### config.mk
export PLATFORM = sky130hd
export DESIGN_NAME = ccpcu_channel
export DESIGN_NICKNAME = d
export VERILOG_FILES = /design/src/hdl/ccpcu_pkg.sv /design/src/hdl/ccpcu_period_timer.sv /design/src/hdl/ccpcu_channel.sv
export VERILOG_INCLUDE_DIRS = /design/src /design/src/hdl
export SDC_FILE = /design/constraint.sdc
export NUM_CORES = 1
export LEC_CHECK = 0
export BUFFER_PORTS_ARGS = -buffer_cell sky130_fd_sc_hd__buf_2
export CAP_MARGIN = 5
export CORE_UTILIZATION = 30
export DETAILED_ROUTE_END_ITERATION = 6
export GPL_ROUTABILITY_DRIVEN = 0
export PLACE_DENSITY_LB_ADDON = 0.25
export SLEW_MARGIN = 10
export SYNTH_ARGS = -nofsm -noshare
export SYNTH_HDL_FRONTEND = slang
export SYNTH_SLANG_ARGS = --single-unit
### constraint.sdc
create_clock -name pclk -period 3.9 [get_ports pclk]
set_input_delay 0.975 -clock pclk [delete_from_list [all_inputs] [get_ports pclk]]
set_output_delay 0.975 -clock pclk [all_outputs]
set_load 0.02 [all_outputs]
### src/hdl/ccpcu_regs.svh
`ifndef CCPCU_REGS_SVH
`define CCPCU_REGS_SVH
// ----------------------------------------
// Register byte offsets
// ----------------------------------------
`define CCPCU_OFS_CTRL 8'h00
`define CCPCU_OFS_VALUE 8'h04
`define CCPCU_OFS_COUNT 8'h08
`define CCPCU_OFS_CFG 8'h0C
`define CCPCU_OFS_LIMIT 8'h10
`define CCPCU_OFS_PCTL 8'h14
`define CCPCU_OFS_STATUS 8'h18
// ----------------------------------------
// Field positions
// ----------------------------------------
`define CCPCU_CTRL_EN 7
`define CCPCU_CTRL_OUT 5
`define CCPCU_CTRL_FMT 4
`define CCPCU_CFG_EXT 0
`define CCPCU_CFG_ADC 1
`define CCPCU_CFG_IE 2
`define CCPCU_PCTL_ON 2
`define CCPCU_ST_CIF 0
`define CCPCU_ST_PIF 1
`define CCPCU_ST_BASE_LSB 16
`define CCPCU_DUTY_LEFT_LSB 6
// ----------------------------------------
// Reset values and timing counts
// ----------------------------------------
`define CCPCU_CTRL_RST 6'h00
`define CCPCU_LIMIT_RST 8'hFF
`define CCPCU_PHASE_LAST 2'h3
`define CCPCU_PRE_MAX_1 6'h00
`define CCPCU_PRE_MAX_4 6'h03
`define CCPCU_PRE_MAX_16 6'h0F
`define CCPCU_PRE_MAX_64 6'h3F
`endif

### src/hdl/ccpcu_pkg.sv
package ccpcu_pkg;
	// ----------------------------------------
	// Channel mode codes
	// ----------------------------------------
	typedef enum logic [3:0] {
		CCPCU_OFF = 4'h0,
		CCPCU_CMP_TOG_CLR = 4'h1,
		CCPCU_CMP_TOG = 4'h2,
		CCPCU_CMP_SET = 4'h8,
		CCPCU_CMP_CLR = 4'h9,
		CCPCU_CMP_PULSE = 4'hA,
		CCPCU_CMP_PULSE_CLR = 4'hB
	} ccpcu_mode_e;
	// Period timer prescale select
	typedef enum logic [1:0] {
		CCPCU_PS_1 = 2'h0,
		CCPCU_PS_4 = 2'h1,
		CCPCU_PS_16 = 2'h2,
		CCPCU_PS_64 = 2'h3
	} ccpcu_ps_e;
	// Channel control fields
	typedef struct packed {
		logic en;
		logic fmt;
		logic [3:0] mode;
	} ccpcu_ctrl_s;
	// Compare timebase configuration
	typedef struct packed {
		logic ie;
		logic adc;
		logic ext;
	} ccpcu_cfg_s;
	// Period timer control
	typedef struct packed {
		logic on;
		ccpcu_ps_e ps;
	} ccpcu_pctl_s;
endpackage

### src/hdl/ccpcu_period_timer.sv
`timescale 1ns/1ps
`include "ccpcu_regs.svh"
module ccpcu_period_timer (
	// Clock and reset
	input wire logic pclk,
	input wire logic presetn,
	input wire logic ce,
	// Timing inputs
	input wire logic inst_tick,
	input wire logic run,
	input wire logic [1:0] phase,
	input wire ccpcu_pkg::ccpcu_ps_e ps,
	input wire logic [7:0] limit,
	// Time base outputs
	output logic [9:0] base10,
	output logic wrap
);
	// ----------------------------------------
	// Prescaler and 8-bit period count
	// ----------------------------------------
	logic [5:0] pre_q;
	logic [5:0] pre_d;
	logic [7:0] cnt_q;
	logic [7:0] cnt_d;
	logic [5:0] pre_max;
	logic inc;
	logic [1:0] low2;

	// No postscaler exists here, so wrap is set purely by the period
	always_comb begin
		unique case (ps)
			ccpcu_pkg::CCPCU_PS_1: pre_max = `CCPCU_PRE_MAX_1;
			ccpcu_pkg::CCPCU_PS_4: pre_max = `CCPCU_PRE_MAX_4;
			ccpcu_pkg::CCPCU_PS_16: pre_max = `CCPCU_PRE_MAX_16;
			ccpcu_pkg::CCPCU_PS_64: pre_max = `CCPCU_PRE_MAX_64;
		endcase
		inc = ce & run & inst_tick & (pre_q >= pre_max);
		wrap = inc & (cnt_q == limit);
		pre_d = pre_q;
		if (ce & run & inst_tick) begin
			pre_d = (pre_q >= pre_max) ? 6'h00 : pre_q + 6'h01;
		end
		cnt_d = cnt_q;
		if (inc) begin
			cnt_d = wrap ? 8'h00 : cnt_q + 8'h01;
		end
	end

	// Low bits: clock phase at 1:1, else top prescaler bits
	// Time base as it stands after this edge, so a registered duty match
	// drops the pin exactly duty time base steps after the set, not one clock late
	always_comb begin
		unique case (ps)
			ccpcu_pkg::CCPCU_PS_1: low2 = phase + 2'h1;
			ccpcu_pkg::CCPCU_PS_4: low2 = pre_d[1:0];
			ccpcu_pkg::CCPCU_PS_16: low2 = pre_d[3:2];
			ccpcu_pkg::CCPCU_PS_64: low2 = pre_d[5:4];
		endcase
		base10 = {cnt_d, low2};
	end

	// Registers freeze while ce is low
	always_ff @(posedge pclk or negedge presetn) begin
		if (!presetn) begin
			pre_q <= 6'h00;
			cnt_q <= 8'h00;
		end else if (ce) begin
			pre_q <= pre_d;
			cnt_q <= cnt_d;
		end
	end
endmodule

### src/hdl/ccpcu_channel.sv
`timescale 1ns/1ps
`include "ccpcu_regs.svh"
// Function
// - Instruction-clocked timebase holds its count in sleep and resumes after.
// - Externally clocked timebase keeps counting through sleep.
// - Compare value is checked for equality against the 16-bit timebase count.
// - Match toggles, sets, clears or pulses output per mode, optionally clearing timer.
// - Mode codes: 11xx PWM, 1011/1010 pulse, 1001 low, 1000 high.
// - Every match sets the interrupt flag and, if selected, fires ADC trigger.
// - Timer resets on match only in modes 0001 and 1011.
// - Writing zero to control forces the compare output latch low.
// - Changing compare value between trigger and reset edge cancels the reset.
// - Compare in sleep needs a running timer; enabled flag raises wake.
// - PWM drives the pin with ten bits; period from 8-bit period limit.
// - PWM period is (limit + 1) times four clocks times prescale.
// - After count equals limit: clear, set pin unless 0%, load duty buffer.
// - No postscaler affects PWM period.
// - Duty may be written anytime; buffer loads only at period match.
// - Alignment bit picks left or right duty layout; ignored outside PWM.
// - Pulse width is duty times clock times prescale.
// - Time base is timer plus two low bits from phase or prescaler.
// - Time base equal to buffered duty drives pin low for the period.
module ccpcu_channel (
	// Clock, reset, freeze
	input wire logic pclk,
	input wire logic presetn,
	input wire logic ce,
	// APB slave
	input wire logic psel,
	input wire logic penable,
	input wire logic pwrite,
	input wire logic [7:0] paddr,
	input wire logic [31:0] pwdata,
	output logic [31:0] prdata,
	output logic pready,
	output logic pslverr,
	// Asynchronous pins
	input wire logic ext_clk_pin,
	input wire logic sleep_req,
	// Channel outputs
	output logic channel_output_pin,
	output logic adc_trigger,
	output logic channel_interrupt_flag,
	output logic period_timer_flag,
	output logic wake_req
);
	// ----------------------------------------
	// Decode helpers
	// ----------------------------------------
	function automatic logic addr_hit(input logic [7:0] a);
		addr_hit = (a == `CCPCU_OFS_CTRL) || (a == `CCPCU_OFS_VALUE) ||
			(a == `CCPCU_OFS_COUNT) || (a == `CCPCU_OFS_CFG) ||
			(a == `CCPCU_OFS_LIMIT) || (a == `CCPCU_OFS_PCTL) ||
			(a == `CCPCU_OFS_STATUS);
	endfunction

	function automatic logic is_cmp(input logic [3:0] m);
		is_cmp = (m == ccpcu_pkg::CCPCU_CMP_TOG_CLR) || (m == ccpcu_pkg::CCPCU_CMP_TOG) ||
			(m == ccpcu_pkg::CCPCU_CMP_SET) || (m == ccpcu_pkg::CCPCU_CMP_CLR) ||
			(m == ccpcu_pkg::CCPCU_CMP_PULSE) || (m == ccpcu_pkg::CCPCU_CMP_PULSE_CLR);
	endfunction

	// ----------------------------------------
	// State
	// ----------------------------------------
	ccpcu_pkg::ccpcu_ctrl_s ctrl_q, ctrl_d;
	ccpcu_pkg::ccpcu_cfg_s cfg_q, cfg_d;
	ccpcu_pkg::ccpcu_pctl_s pctl_q, pctl_d;
	logic [15:0] value_q, value_d;
	logic [15:0] count_q, count_d;
	logic [15:0] clr_val_q, clr_val_d;
	logic [7:0] limit_q, limit_d;
	logic [9:0] duty_buf_q, duty_buf_d;
	logic [1:0] phase_q, phase_d;
	logic cif_q, cif_d, pif_q, pif_d;
	logic out_q, out_d, pulse_q, pulse_d;
	logic armed_q, armed_d, clr_pend_q, clr_pend_d;
	logic adc_q, adc_d, wake_q, wake_d;
	logic pready_q, pready_d, pslverr_q, pslverr_d;
	logic [31:0] prdata_q, prdata_d;
	logic ext_s1_q, ext_s2_q, ext_s3_q, sleep_s1_q, sleep_s2_q;
	logic inst_tick, ext_rise, tb_tick, cmp_hit, pwm_act, wr_en, wrap;
	logic [9:0] duty_sel, base10;

	// ----------------------------------------
	// Pin synchronisers
	// ----------------------------------------
	always_ff @(posedge pclk or negedge presetn) begin
		if (!presetn) begin
			ext_s1_q <= 1'b0;
			ext_s2_q <= 1'b0;
			ext_s3_q <= 1'b0;
			sleep_s1_q <= 1'b0;
			sleep_s2_q <= 1'b0;
		end else if (ce) begin
			ext_s1_q <= ext_clk_pin;
			ext_s2_q <= ext_s1_q;
			ext_s3_q <= ext_s2_q;
			sleep_s1_q <= sleep_req;
			sleep_s2_q <= sleep_s1_q;
		end
	end

	// ----------------------------------------
	// Event terms
	// ----------------------------------------
	// Instruction clock stops in sleep; the external edge does not
	assign inst_tick = ce & (phase_q == `CCPCU_PHASE_LAST) & ~sleep_s2_q;
	assign ext_rise = ce & ext_s2_q & ~ext_s3_q;
	assign tb_tick = cfg_q.ext ? ext_rise : inst_tick;
	// Armed only in the cycle after a count change, so one hit per value
	assign cmp_hit = ce & armed_q & ctrl_q.en & is_cmp(ctrl_q.mode) &
		(count_q == value_q);
	assign pwm_act = ctrl_q.en & (ctrl_q.mode[3:2] == 2'b11);
	// Alignment only matters to the PWM duty path
	assign duty_sel = ctrl_q.fmt ? value_q[15:`CCPCU_DUTY_LEFT_LSB] : value_q[9:0];
	assign wr_en = ce & psel & penable & pready_q & pwrite & addr_hit(paddr);

	// Period timer and 10-bit time base
	ccpcu_period_timer u_period (
		.pclk(pclk),
		.presetn(presetn),
		.ce(ce),
		.inst_tick(inst_tick),
		.run(pctl_q.on),
		.phase(phase_q),
		.ps(pctl_q.ps),
		.limit(limit_q),
		.base10(base10),
		.wrap(wrap)
	);

	// ----------------------------------------
	// Next-state logic
	// ----------------------------------------
	always_comb begin
		ctrl_d = ctrl_q;
		cfg_d = cfg_q;
		pctl_d = pctl_q;
		value_d = value_q;
		count_d = count_q;
		clr_val_d = clr_val_q;
		limit_d = limit_q;
		duty_buf_d = duty_buf_q;
		phase_d = phase_q + 2'h1;
		out_d = out_q;
		pulse_d = pulse_q;
		armed_d = 1'b0;
		clr_pend_d = clr_pend_q;
		adc_d = 1'b0;
		pready_d = 1'b0;
		pslverr_d = 1'b0;
		prdata_d = prdata_q;
		// Timebase increment, with pending clear checked against the value
		if (tb_tick) begin
			count_d = count_q + 16'h0001;
			armed_d = 1'b1;
			if (clr_pend_q) begin
				clr_pend_d = 1'b0;
				if (value_q == clr_val_q) begin
					count_d = 16'h0000;
				end
			end
			// A pulse lasts one timebase count
			if (pulse_q) begin
				out_d = 1'b0;
				pulse_d = 1'b0;
			end
		end
		// Compare actions
		if (cmp_hit) begin
			adc_d = cfg_q.adc;
			case (ctrl_q.mode)
				ccpcu_pkg::CCPCU_CMP_TOG_CLR, ccpcu_pkg::CCPCU_CMP_TOG: out_d = ~out_q;
				ccpcu_pkg::CCPCU_CMP_SET: out_d = 1'b1;
				ccpcu_pkg::CCPCU_CMP_CLR: out_d = 1'b0;
				default: begin
					out_d = 1'b1;
					pulse_d = 1'b1;
				end
			endcase
			// Remember the value so a later rewrite cancels the reset
			if (ctrl_q.mode == ccpcu_pkg::CCPCU_CMP_TOG_CLR ||
				ctrl_q.mode == ccpcu_pkg::CCPCU_CMP_PULSE_CLR) begin
				clr_pend_d = 1'b1;
				clr_val_d = value_q;
			end
		end
		// PWM: set and reload at period wrap, drop at duty match
		if (pwm_act) begin
			if (wrap) begin
				duty_buf_d = duty_sel;
				out_d = (duty_sel != 10'h000);
			end else if (base10 == duty_buf_q) begin
				out_d = 1'b0;
			end
		end
		// APB access phase: answer one cycle after penable rises
		if (ce & psel & penable & ~pready_q) begin
			pready_d = 1'b1;
			pslverr_d = ~addr_hit(paddr);
			if (!pwrite) begin
				case (paddr)
					`CCPCU_OFS_CTRL: prdata_d = {24'h000000, ctrl_q.en, 1'b0, out_q,
						ctrl_q.fmt, ctrl_q.mode};
					`CCPCU_OFS_VALUE: prdata_d = {16'h0000, value_q};
					`CCPCU_OFS_COUNT: prdata_d = {16'h0000, count_q};
					`CCPCU_OFS_CFG: prdata_d = {29'h00000000, cfg_q};
					`CCPCU_OFS_LIMIT: prdata_d = {24'h000000, limit_q};
					`CCPCU_OFS_PCTL: prdata_d = {29'h00000000, pctl_q};
					`CCPCU_OFS_STATUS: prdata_d = {6'h00, base10, 14'h0000, pif_q, cif_q};
					default: prdata_d = 32'h00000000;
				endcase
			end
		end
		// Register writes take effect at the completing edge
		if (wr_en) begin
			case (paddr)
				`CCPCU_OFS_CTRL: begin
					ctrl_d = {pwdata[`CCPCU_CTRL_EN], pwdata[`CCPCU_CTRL_FMT], pwdata[3:0]};
					if (pwdata[7:0] == 8'h00) begin
						out_d = 1'b0;
						pulse_d = 1'b0;
						clr_pend_d = 1'b0;
					end
				end
				`CCPCU_OFS_VALUE: value_d = pwdata[15:0];
				`CCPCU_OFS_COUNT: begin
					count_d = pwdata[15:0];
					armed_d = 1'b1;
				end
				`CCPCU_OFS_CFG: cfg_d = pwdata[2:0];
				`CCPCU_OFS_LIMIT: limit_d = pwdata[7:0];
				`CCPCU_OFS_PCTL: pctl_d = pwdata[2:0];
				default: ;
			endcase
		end
		// Sticky flags: hardware set beats a same-cycle clear
		cif_d = (cif_q & ~(wr_en & (paddr == `CCPCU_OFS_STATUS) & pwdata[`CCPCU_ST_CIF])) |
			cmp_hit;
		pif_d = (pif_q & ~(wr_en & (paddr == `CCPCU_OFS_STATUS) & pwdata[`CCPCU_ST_PIF])) |
			wrap;
		wake_d = cif_d & cfg_d.ie;
	end

	// ----------------------------------------
	// Registers
	// ----------------------------------------
	always_ff @(posedge pclk or negedge presetn) begin
		if (!presetn) begin
			ctrl_q <= `CCPCU_CTRL_RST;
			cfg_q <= 3'h0;
			pctl_q <= 3'h0;
			value_q <= 16'h0000;
			count_q <= 16'h0000;
			clr_val_q <= 16'h0000;
			limit_q <= `CCPCU_LIMIT_RST;
			duty_buf_q <= 10'h000;
			phase_q <= 2'h0;
			cif_q <= 1'b0;
			pif_q <= 1'b0;
			out_q <= 1'b0;
			pulse_q <= 1'b0;
			armed_q <= 1'b0;
			clr_pend_q <= 1'b0;
			adc_q <= 1'b0;
			wake_q <= 1'b0;
			pready_q <= 1'b0;
			pslverr_q <= 1'b0;
			prdata_q <= 32'h00000000;
		end else if (ce) begin
			ctrl_q <= ctrl_d;
			cfg_q <= cfg_d;
			pctl_q <= pctl_d;
			value_q <= value_d;
			count_q <= count_d;
			clr_val_q <= clr_val_d;
			limit_q <= limit_d;
			duty_buf_q <= duty_buf_d;
			phase_q <= phase_d;
			cif_q <= cif_d;
			pif_q <= pif_d;
			out_q <= out_d;
			pulse_q <= pulse_d;
			armed_q <= armed_d;
			clr_pend_q <= clr_pend_d;
			adc_q <= adc_d;
			wake_q <= wake_d;
			pready_q <= pready_d;
			pslverr_q <= pslverr_d;
			prdata_q <= prdata_d;
		end
	end

	// Outputs straight from flip-flops
	assign prdata = prdata_q;
	assign pready = pready_q;
	assign pslverr = pslverr_q;
	assign channel_output_pin = out_q;
	assign adc_trigger = adc_q;
	assign channel_interrupt_flag = cif_q;
	assign period_timer_flag = pif_q;
	assign wake_req = wake_q;
endmodule

## Word-level counts from Yosys, hierarchy flattened

Index checks and enable logic that the tools add are counted.

- Magnitude comparators: 1
- Bitwise operators: 35
- Equal/unequal tests: 21
- Multiplexer cells: 44
- Add/sub/neg operators: 4
- Reductions and logical operators: 26

Operators by type and width:

| operator | number |
|---|---|
| 26-bit case mux with 7 select lines | 1 |
| 16-bit 2-to-1 mux | 5 |
| 16-bit == test | 2 |
| 1-bit 2-to-1 mux | 28 |
| 1-bit bitwise AND | 25 |
| 8-bit by 5-bit == test with 1-bit output, second input constant | 3 |
| 6-bit case mux with 4 select lines | 1 |
| 3-bit AND reduction | 8 |
| 16-bit by 1-bit adder with 16-bit output, second input constant | 1 |
| 4-bit == test, second input constant | 4 |
| 8-bit by 4-bit == test with 1-bit output, second input constant | 2 |
| 8-bit zero test | 2 |
| 8-bit 2-to-1 mux | 2 |
| 1-bit logical OR | 12 |
| 6-bit 2-to-1 mux | 2 |
| 10-bit == test | 1 |
| 10-bit 2-to-1 mux | 1 |
| 10-bit nonzero test | 1 |
| 8-bit by 1-bit adder with 8-bit output, second input constant | 1 |
| 2-bit == test, second input constant | 4 |
| 8-bit by 3-bit == test with 1-bit output, second input constant | 1 |
| 8-bit == test | 1 |
| 1-bit NOT | 8 |
| 2-bit case mux with 4 select lines | 1 |
| 12 further kinds | 14 |

- Bits in registers: 141
- Logic and storage cells: 163
- Output and inout port bits: 39
- Input port bits: 48

## Logic depth before layout (Yosys ltp)

Gate-level depths: netlist of run 1.

- Word-level depth: 15
- Mapped depth: 13
- Gate-level depth less buffers: 11

## Cells and area by module

A second synthesis of run 1 with hierarchy kept.

- Cell total of the unflattened synthesis: 748
- Area, all modules: 7,723.7 sq um

Modules (own cells, without submodules):

| module | times used | area an instance (sq um) | sequential area each (sq um) | cells each |
|---|---|---|---|---|
| ccpcu_channel | 1 | 6,532.5 | 3,037.9 | 612 |
| ccpcu_period_timer | 1 | 1,191.1 | 350.3 | 136 |

## Worst setup path before layout of run 1

OpenSTA, ideal clock, no wires.

- Path kind: input port to flip-flop
- Start: input paddr[2]
- End: register wake_q, in the netlist wake_req
- Setup time: 121 ps
- Path slack: 970 ps
- Data required time: 3,779 ps
- Data arrival time: 2,809 ps
- Cell stages on the path: 8
- Path buffers: 2
- Cells stage by stage: clkbuf_1 > and3_1 > or4_1 > buf_2 > nor3_4 > mux2_1 > and2_1 > a22o_1

- Word-level cells in the longest chain between the ends: 14
- Elaborated cells between the ends (all ways): 22
- Classes of those cells: 6 x eq/ne; 2 x mux; 7 x bitwise; 7 x reduce/logical

Ends and longest elaborated chain:

| element | RTL line | text |
|---|---|---|
| start, declared | ccpcu_channel.sv:32 | `input wire logic [7:0] paddr,` |
| 8-bit by 3-bit == test with 1-bit output or 8-bit zero test (tied branches) | n/a |  |
| 1-bit logical OR (6 in series) | ccpcu_channel.sv:51 | `` addr_hit = (a == `CCPCU_OFS_CTRL) \|\| (a == `CCPCU_OFS_VALUE) \|\| `` |
| 1-bit bitwise AND | ccpcu_channel.sv:117 | `assign wr_en = ce & psel & penable & pready_q & pwrite & addr_hit(paddr);` |
| 1-bit bitwise AND (2 in series) | ccpcu_channel.sv:239 | `` cif_d = (cif_q & ~(wr_en & (paddr == `CCPCU_OFS_STATUS) & pwdata[`CCPCU_ST_CIF])) \| `` |
| 1-bit NOT | ccpcu_channel.sv:239 |  |
| 1-bit bitwise AND | ccpcu_channel.sv:239 |  |
| 1-bit bitwise OR | ccpcu_channel.sv:239 |  |
| 1-bit bitwise AND (*) | ccpcu_channel.sv:243 | `wake_d = cif_d & cfg_d.ie;` |
| end signal, assigned | ccpcu_channel.sv:288 | `wake_q <= wake_d;` |
| end, declared | ccpcu_channel.sv:78 | `logic adc_q, adc_d, wake_q, wake_d;` |

Mark *: on every way between the ends. The rest lies on a longest branch, timed or not.
A chain may end at the register's enable or synchronous reset.

## Worst setup path after layout of run 1

- Start: register pctl_q[1] (netlist bit)
- End: register out_q, in the netlist channel_output_pin

- Word-level cells in the longest chain between the ends: 14
- Elaborated cells between the ends (all ways): 20
- Classes of those cells: 1 x order compare; 4 x eq/ne; 12 x mux; 2 x bitwise; 1 x reduce/logical

Ends and longest elaborated chain:

| element | RTL line | text |
|---|---|---|
| start, declared | ccpcu_channel.sv:68 | `ccpcu_pkg::ccpcu_pctl_s pctl_q, pctl_d;` |
| start signal, assigned | ccpcu_channel.sv:274 | `pctl_q <= pctl_d;` |
| 2-bit == test, or another cell as far along | ccpcu_period_timer.sv:31, ccpcu_period_timer.sv:53 |  |
| 6-bit case mux with 4 select lines | ccpcu_period_timer.sv:31 | `unique case (ps)` |
| 6-bit >= comparator | ccpcu_period_timer.sv:37, ccpcu_period_timer.sv:41 |  |
| 1-bit bitwise AND | ccpcu_period_timer.sv:37 | `inc = ce & run & inst_tick & (pre_q >= pre_max);` |
| 1-bit bitwise AND | ccpcu_period_timer.sv:38 | `wrap = inc & (cnt_q == limit);` |
| 8-bit 2-to-1 mux | ccpcu_period_timer.sv:45 | `cnt_d = wrap ? 8'h00 : cnt_q + 8'h01;` |
| 8-bit 2-to-1 mux | ccpcu_period_timer.sv:44 | `if (inc) begin` |
| 10-bit == test | ccpcu_channel.sv:194 | `end else if (base10 == duty_buf_q) begin` |
| 1-bit 2-to-1 mux | ccpcu_channel.sv:194 |  |
| 1-bit 2-to-1 mux (*) | ccpcu_channel.sv:191 | `if (wrap) begin` |
| 1-bit 2-to-1 mux (*) | ccpcu_channel.sv:190 | `if (pwm_act) begin` |
| 1-bit 2-to-1 mux | ccpcu_channel.sv:221 | `if (pwdata[7:0] == 8'h00) begin` |
| 1-bit 2-to-1 mux | ccpcu_channel.sv:218 | `case (paddr)` |
| 1-bit 2-to-1 mux (*) | ccpcu_channel.sv:217 | `if (wr_en) begin` |
| end signal, assigned | ccpcu_channel.sv:283 | `out_q <= out_d;` |
| end, declared | ccpcu_channel.sv:76 | `logic out_q, out_d, pulse_q, pulse_d;` |

Marks and branches as above.

==> impl_results.md, run 1 <==
* Syn_area_per_cell at 10.1 sq um
* CTS Buf Count at 17
* Synth Register Bits at 135
* Fin crit share at 0.800
* Number of I/O pins at 87
* Largest net degree at the start of global routing at 59
* DR iter-0 viols at 378
* Placed cells at 1,088
* Cts hold-fix bufs at 0
* Pwr Density at 387 nW/um^2
* First-pass GRT wire length at 32.9 mm
* First-pass DRT Iterations at 5
* Max Slew Vio Count at 0
* Yosys cell types at 73
* WS Path Type: register to register
* Setup TNS at 0 ps
* Combinational power share at 0.070
* Synthesized area at 7440 sq um
* Worst EP required at 4190 ps
* Net Sw Frac at 0.239
* F_max at 0.320 GHz
* Postcts setup bufs at 0
* Reg power frac at 0.443
* Final Hold Fails at 0
* Final core occ at 0.356
* Crit start category: register
* Core box area at 24,300 sq um
* Multi-input gate area at 3740 sq um
* Die W at 159 microns
* Cell-internal power at 2550 uW
* Crit path DAT at 3410 ps
* Total gr overflow at 0
* Register area share after synthesis at 0.456
* Routed wire length at 20.3 mm
* TritonCTS clock tree: yes
* CP max FO at 11
* Via count of the routed design at 5,690
* Sink Count at 135
* IR drop worst, VDD at 296 uV
* DRC Markers at 0
* CTS Buffer Depth at 2
* Post-synth top flop: dfrtp_1
* Worst slack, placed at 590 ps
* Leading cell type in the layout, fill and taps excluded: dfrtp_1
* Final nets at 841
* Hold WC Path Type: register to register
* Synth Instances at 734
* Status: completed
* Fin cells at 1,119
* DIE AREA at 25,400 sq um
* Layout fillers at 2,473
* Routed vias/inst at 5.08
* Number of enable flip-flop cells after synthesis at 0
* Layout cell share with drive strength beyond 1 at 0.219
* H-tree levels at 4
* ANT cells at 0
* Clock power frac at 0.487
* Synth warn at 0
* CTS clk-pin slew, worst paths at 60 ps
* Final setup vio count at 0
* Gr usage total at 0.167
* Worst setup EP type: register
* Port buffer count at 64
* Psw at 804 uW
* Commonest cells after routing, fill and taps aside: dfrtp_1 (127), nand2_1 (84), buf_2 (63)
* Ys async rst share at 1.00
* Dpl hpwl at 14.8 mm
* CTS resizes at 0
* Die height at 159 microns
* Routed WL per cell at 18.1 microns
* Initial Utilization at 0.306
* Area delta synth->final at 16.5%
* RSZ-0062 raised after global routing: false
* FF/Latch Area at 3390 sq um
* Initial antenna violation count at 0
* CTS root buffer: clkbuf_16
* Post-route ant nets at 0
* Relative slew slack at 0.572
* PnR worst setup slack at 779 ps
* Vias in the first global route at 5,656
* Max cap viols at 0
* Layout Skew at 11.2 ps
* Clk Latency, worst-skew pair at 430 ps
* Leak at 0.00405 uW
* Worst-Margin Slew at 640 ps
* Total power draw at 3360 uW
* Rows at 57
* Post-layout min period at 3120 ps
==> critical path, stage by stage (launching register included) <==
cell and delay [ps]:
dfrtp_1 480, inv_1 190, nand2_1 90, ha_1 270, nand2b_1 90, a21oi_1 90, o221ai_2 450, nand3_1 250
mux2i_1 430, xor2_1 150, a2111oi_2 330, a41oi_2 150
==> area by class of cell <==
| class | instances | share of cell area |
|---|---|---|
| sequential | 135 | 0.391 |
| clock inverter | 7 | 0.0107 |
| clock buffer | 24 | 0.0579 |
| inverter | 12 | 0.00520 |
| tap | 324 | 0.0468 |
| multi-input combinational | 533 | 0.432 |
| timing repair buffer | 84 | 0.0564 |
==> power groups by stage <==
stage	Sequential [uW]	Clock, uW	Combinational [uW]
detailed placement	1510	0	238
floorplan	1500	0	140
finish	1490	1630	234
global route	1490	1720	264
CTS	1490	1660	239
global placement	1510	0	236
==> cells by family after synthesis <==
| family | after synthesis | synth area share |
|---|---|---|
| AO/OA/AOI/OAI | 157 | 0.144 |
| XOR/XNOR | 64 | 0.0754 |
| adder cells (fa/ha/maj) | 10 | 0.0168 |
| buffers and inverters | 71 | 0.0444 |
| flip-flops | 135 | 0.456 |
| multiplexers | 73 | 0.108 |
| other | 1 | 0.000504 |
| AND/OR/NAND/NOR | 223 | 0.156 |
==> final timing paths <==
| path | start | endpoint | slack, ps | cells past startpoint |
|---|---|---|---|---|
| setup / recovery | pctl_q[1] | channel_output_pin | 780 | 11 |
| hold / removal | prdata[22] | prdata[22] | 470 | 2 |
| setup reg to reg | pctl_q[1] | channel_output_pin | 780 | 11 |
| hold reg to reg | prdata[22] | prdata[22] | 470 | 2 |
| max in group asynchronous | presetn | limit_q[1] | 2620 | 2 |
| min in group asynchronous | presetn | prdata[14] | 510 | 1 |
==> sequential cells by signal, summed over array words and instances, names as in the netlist, 2 cells and up <==
name and cells:
prdata 26, pctl_q 3, u_period.cnt_q 8, limit_q 8, clr_val_q 16, value_q 16
count_q 16, cfg_q 3, phase_q 2, duty_buf_q 10, u_period.pre_q 6, ctrl_q 6
==> cells in the mapped netlist, drive strengths merged, types with 4 or more instances <==
| master | count | area (sq um) |
|---|---|---|
| dfrtp | 127 | 3180 |
| nand2 | 84 | 315 |
| mux2 | 57 | 642 |
| nor2 | 45 | 171 |
| o21ai | 43 | 215 |
| xor2 | 38 | 333 |
| clkbuf | 35 | 131 |
| a21oi | 26 | 130 |
| xnor2 | 26 | 228 |
| buf | 24 | 154 |
| a22oi | 18 | 135 |
| o31ai | 18 | 135 |
| mux2i | 16 | 160 |
| nor3 | 14 | 113 |
| inv | 12 | 45.0 |
| and3 | 11 | 68.8 |
| nand3 | 11 | 55.1 |
| nand4 | 11 | 68.8 |
| ha | 10 | 125 |
| nor4 | 10 | 62.6 |
| dfstp | 8 | 210 |
| or4 | 7 | 52.6 |
| a22o | 6 | 52.6 |
| a21o | 5 | 37.5 |
| and2 | 5 | 31.3 |
| nand2b | 5 | 31.3 |
| nand3b | 4 | 30.0 |
==> routing by layer <==
layer	share of wire	vias to the layer above	track usage
li1	-	2738	-
met1	0.50	2799	0.236
met2	0.46	133	0.263
met3	0.034	20	0.0294
met4	0.0094	0	0.0446
met5	0	-	0
==> through the flow <==
stage / hold WS, ps / cell area (sq um)
CTS: 477 / 8670
floorplan: 447 / 7460
finish: 469 / 8670
detailed placement: 464 / 8070
global placement: 458 / 8070
global route: 489 / 8670
(Power assumes the default switching activity.)
==> run 2: changes to the inputs <==
==> constraint.sdc (replaced) <==
create_clock -name pclk -period 3.3 [get_ports pclk]
set_input_delay 0.825 -clock pclk [delete_from_list [all_inputs] [get_ports pclk]]
set_output_delay 0.825 -clock pclk [all_outputs]
set_load 0.02 [all_outputs]
==> impl_results.md, run 2 (synthesis results as in run 1) <==
* CTS Buffer Depth at 2
* Hold WC Path Type: input port to asynchronous set/reset pin
* Final setup vio count at 0
* Die height at 159 microns
* Routed wire length at 20.6 mm
* Post-route ant nets at 0
* Via count of the routed design at 5,816
* CP max stage cell: o221ai_2
* Net Sw Frac at 0.244
* Max Slew Vio Count at 0
* RSZ-0062 raised after global routing: false
* CP peak stage delay at 520 ps
* Layout cell share with drive strength beyond 1 at 0.242
* Initial Utilization at 0.306
* Crit path DAT at 3180 ps
* Postcts setup bufs at 0
* Final nets at 864
* Fin crit share at 0.878
* Layout fillers at 2,450
* Total gr overflow at 0
* Reg2reg path depth at 11
* WS Path Type: register to register
* Crit start category: register
* Psw at 978 uW
* Total power draw at 4010 uW
* CTS root buffer: clkbuf_16
* DIE AREA at 25,400 sq um
* F_max at 0.345 GHz
* Leak at 0.00416 uW
* TritonCTS clock tree: yes
* Hold slack at 365 ps
* Rows at 57
* DRC Markers at 0
* Sink Count at 135
* DR iter-0 viols at 273
* CP cell instances: inv_1, nand2_1, ha_1, nand2b_1, a21oi_1, o221ai_2, nand4_1, xor2_1, o22ai_1, o31ai_1, a41oi_2
* CP max FO at 12
* Commonest cells after routing, fill and taps aside: dfrtp_1 (127), nand2_1 (84), buf_2 (63)
* Final Hold Fails at 0
* First-pass GRT wire length at 33.4 mm
* CTS clk-pin slew, worst paths at 60 ps
* PnR worst setup slack at 402 ps
* Reg2reg end: channel_output_pin
* IR drop worst, VDD at 374 uV
* Core box area at 24,300 sq um
* Layout Skew at 13.4 ps
* ANT cells at 0
* CTS Buf Count at 17
* Vias in the first global route at 5,780
* Worst EP required at 3580 ps
* Gr usage total at 0.170
* Routed vias/inst at 5.09
* Initial antenna violation count at 0
* Final core occ at 0.364
* Post-layout min period at 2900 ps
* Cts hold-fix bufs at 0
* Worst-Margin Slew at 618 ps
* Combinational power share at 0.078
* Leading cell type in the layout, fill and taps excluded: dfrtp_1
* Clk Latency, worst-skew pair at 420 ps
* Max reg flops at 26
* Multi-input gate area at 3740 sq um
* Setup TNS at 0 ps
* R2r setup slk at 400 ps
* Cell-internal power at 3030 uW
* Dpl hpwl at 15.4 mm
* CTS resizes at 0
* Worst slack, placed at 242 ps
* Largest net degree at the start of global routing at 58
* Buf+Inv Stages, Crit Path at 1
* Status: completed
* Area delta synth->final at 19.1%
* First-pass DRT Iterations at 4
* Port buffer count at 64
* Routed WL per cell at 18.0 microns
* Pwr Density at 453 nW/um^2
* Max cap viols at 0
* Reg power frac at 0.436
* FF/Latch Area at 3390 sq um
* Clock power frac at 0.487
* Number of I/O pins at 87
* Reg2reg start: pctl_q[1]
* H-tree levels at 4
* Die W at 159 microns
* Worst setup EP type: register
* Relative slew slack at 0.588
* Crit path max-delay family: compound AO/OA/AOI/OAI gates
-- run 2: cell types whose count changed in the layout (fill, tap and decap cells not counted) --
cell        change
bufinv_16       +1
buf_4          +22
clkinv_2        +1
clkbuf_8        -4
buf_12          +1
clkinvlp_4      +1
clkinv_4        +2
-- run 2: stage by stage --
stage          instance area (sq um)  std cells
2_1_floorplan                   7460        739
3_3_place_gp                    8260       1111
6_report                        8860       1143
3_5_place_dp                    8260       1111
5_1_grt                         8860       1143
4_1_cts                         8860       1143
-- run 2: worst max-delay path by stage --
| stage | from | endpoint | slack [ps] | cells past startpoint |
|---|---|---|---|---|
| after floorplan | pctl_q[0] | channel_output_pin | 490 | 13 |
| after global routing | pctl_q[1] | channel_output_pin | 110 | 11 |
| after CTS | pctl_q[1] | channel_output_pin | 360 | 11 |
| final | pctl_q[1] | channel_output_pin | 400 | 11 |
| after global placement | paddr[1] | wake_req | 270 | 9 |
| after detailed placement | paddr[1] | wake_req | 240 | 9 |
-- run 2: per-layer routing --
| layer | up-vias | GRT usage | share of wire |
|---|---|---|---|
| met5 | - | 0 | 0 |
| met4 | 0 | 0.0446 | 0.0085 |
| met3 | 13 | 0.0260 | 0.026 |
| met2 | 103 | 0.267 | 0.46 |
| met1 | 2907 | 0.242 | 0.50 |
| li1 | 2793 | - | - |
-- run 2: final cells by class --
type                            instances  share of cell area
Tap cell                              324              0.0458
Timing Repair Buffer                  107              0.0761
Inverter                               12             0.00509
Sequential cell                       135               0.383
Clock buffer                           20              0.0504
Multi-Input combinational cell        533               0.423
Clock inverter                         12              0.0172
-- run 2: power groups by stage --
stage	clock network, uW	registers [uW]	logic [uW]
3_5_place_dp	0	1780	315
3_3_place_gp	0	1780	310
4_1_cts	2000	1750	317
6_report	1950	1750	311
5_1_grt	2060	1750	349
2_1_floorplan	0	1770	165
==> run 3: changes to the inputs <==
--- a/config.mk
+++ b/config.mk
@@ -15,4 +15,5 @@
 export SLEW_MARGIN = 10
 export SYNTH_ARGS = -nofsm -noshare
 export SYNTH_HDL_FRONTEND = slang
+export SYNTH_HIERARCHICAL = 1
 export SYNTH_SLANG_ARGS = --single-unit
==> impl_results.md, run 3 <==
* CTS Buffer Depth at 2
* Synth Instances at 748
* Worst EP required at 3650 ps
* ANT cells at 0
* CTS clk-pin slew, worst paths at 60 ps
* Number of enable flip-flop cells after synthesis at 0
* Hold WC Path Type: input port to asynchronous set/reset pin
* Rows at 58
* Reg2reg start: pctl_q[1]
* DR iter-0 viols at 412
* Buf+Inv Stages, Crit Path at 2
* Initial Utilization at 0.307
* Via count of the routed design at 6,025
* Max reg flops at 26
* Clk Latency, worst-skew pair at 420 ps
* CP dominant cell by count: a21oi_2
* Synth Register Bits at 135
* DRC Markers at 0
* RSZ-0062 raised after global routing: false
* Syn_area_per_cell at 10.3 sq um
* Die W at 162 microns
* Placed cells at 1,122
* Pwr Density at 480 nW/um^2
* Fin crit share at 0.940
* Crit path DAT at 3450 ps
* Relative slew slack at 0.524
* Core box area at 25,200 sq um
* Dpl hpwl at 16.3 mm
* Reg2reg path depth at 14
* Fin cells at 1,155
* Final Hold Fails at 0
* Synth warn at 6
* CP peak stage delay at 520 ps
* DIE AREA at 26,400 sq um
* Post-layout min period at 3100 ps
* Leak at 0.00418 uW
* Layout cell share with drive strength beyond 1 at 0.293
* Routed vias/inst at 5.22
* CTS root buffer: clkbuf_16
* CP max stage cell: or4_1
* Sink Count at 135
* Number of I/O pins at 87
* Gr usage total at 0.177
* Port buffer count at 64
* Largest net degree at the start of global routing at 71
* Area delta synth->final at 18.0%
* Routed WL per cell at 19.0 microns
* Initial antenna violation count at 0
* Final nets at 870
* Crit start category: register
* Total gr overflow at 0
* Area leader, netlist: dfrtp_1
* H-tree levels at 4
* CP max FO at 21
* IR drop worst, VDD at 266 uV
* Routed wire length at 22.0 mm
* Worst setup EP type: register
* Leading cell type in the layout, fill and taps excluded: dfrtp_1
* Worst-Margin Slew at 709 ps
* WS Path Type: register to register
* TritonCTS clock tree: yes
* Crit path max-delay family: compound AO/OA/AOI/OAI gates
* Vias in the first global route at 5,862
* Leading cell types by count after synthesis: dfrtp_1 (127), nor2_1 (61), mux2_2 (48), nand2_1 (48), xor2_1 (41)
* Area share of the largest cell type after synthesis at 0.411
* F_max at 0.323 GHz
* Area contributors post-synth: dfrtp_1 (41%), mux2_2 (7.0%), xor2_1 (4.6%)
* Final setup vio count at 0
* Commonest cells after routing, fill and taps aside: dfrtp_1 (126), buf_2 (63), nor2_1 (61)
* Yosys cell types at 79
* Post-route ant nets at 0
* Max Slew Vio Count at 0
* Status: completed
* Register area share after synthesis at 0.439
* Reg2reg end: channel_output_pin
* Cts hold-fix bufs at 0
* CTS Buf Count at 17
* Post-synth top flop: dfrtp_1
* R2r setup slk at 200 ps
* Max cap viols at 0
* First-pass GRT wire length at 35.1 mm
* Layout Skew at 9.30 ps
* Synthesized area at 7720 sq um
* CP cell instances: inv_1, nand2_1, ha_1, nand2b_1, a21o_1, a21oi_2, buf_12, or4_1, a21oi_2, xor2_1, nor4_2, a31o_2, a311o_1, o22ai_1
* Setup TNS at 0 ps
* First-pass DRT Iterations at 5
* Die height at 162 microns
* Most common cell in the netlist: dfrtp_1
* Ys async rst share at 1.00
run 3: changes by cell type in the layout (fill, tap and decap cells not counted), moves of 7 or more:
| cell | delta |
|---|---|
| nand2_1 | -36 |
| mux2_1 | -19 |
| nor2_1 | +17 |
| a22oi_1 | -15 |
| o21ai_0 | -14 |
| a221oi_1 | +12 |
| mux2_2 | +11 |
| mux2_4 | +9 |
| nor3_1 | +9 |
| a211oi_1 | +7 |
| nand3_1 | +7 |
run 3: cell families after synthesis:
logic type | Yosys count | synth area share
mux | 77 | 0.115
compound gates | 150 | 0.139
flops | 135 | 0.439
simple gates | 239 | 0.174
fa+ha+maj | 10 | 0.0162
xor+xnor | 61 | 0.0692
other cells | 1 | 0.000486
buf+inv | 75 | 0.0467
run 3: what timing repair did:
action	CTS	global route
endpoints found under the setup margin	0	1
buffers inserted	0	1
resized for setup	0	6
run 3: area by class of cell:
class / instances / area, sq um
Fill cell: 2497 / 16100
Multi-Input combinational cell: 543 / 4030
Sequential cell: 135 / 3390
Timing Repair Buffer: 102 / 637
Clock buffer: 19 / 453
Tap cell: 330 / 413
Clock inverter: 13 / 144
Inverter: 13 / 48.8
run 3: layer usage:
metal  GRT usage  vias up  routed length, microns
met5           0        -                       0
met4      0.0536        0                     374
met3      0.0311       26                    1110
met2       0.266      201                    9960
met1       0.257     2938                   10500
li1            -     2860                       -
run 3: worst max-delay path by stage:
stage,from,to,slack (ps),depth (start not counted)
floorplan,ce,channel_output_pin,50,14
global placement,ce,channel_output_pin,-90,14
detailed placement,ce,channel_output_pin,-150,14
CTS,pctl_q[0],channel_output_pin,120,14
global route,pctl_q[1],channel_output_pin,10,14
finish,pctl_q[1],channel_output_pin,200,14
run 3: worst register-to-register path: cells and delay by family (launching register included):
| family | cells | cell delay, ps |
|---|---|---|
| DFF | 1 | 400 |
| and+or+nand+nor | 4 | 790 |
| AOI/OAI and AO/OA | 6 | 1080 |
| xor gates and xnor gates | 1 | 190 |
| buffers and inverters | 2 | 290 |
| adders and majority gates | 1 | 270 |
run 3: power by group:
part	internal, uW	total [uW]	leakage (uW)	switching [uW]
clock	1160	1930	0.000283	772
combinational	247	598	0.00211	351
sequential	1740	1840	0.00179	99.9
run 3: metrics by stage:
step / utilization / area, sq um / total power [uW] / hold WS (ps) / setup slack, ps
finish: 0.362 / 9110 / 4370 / 415 / 199
global placement: 0.337 / 8490 / 2470 / 461 / -86.3
detailed placement: 0.337 / 8490 / 2480 / 478 / -147
floorplan: - / 7750 / 2190 / 458 / 54.2
global route: 0.362 / 9110 / 4560 / 466 / 13.4
CTS: 0.361 / 9090 / 4420 / 436 / 116
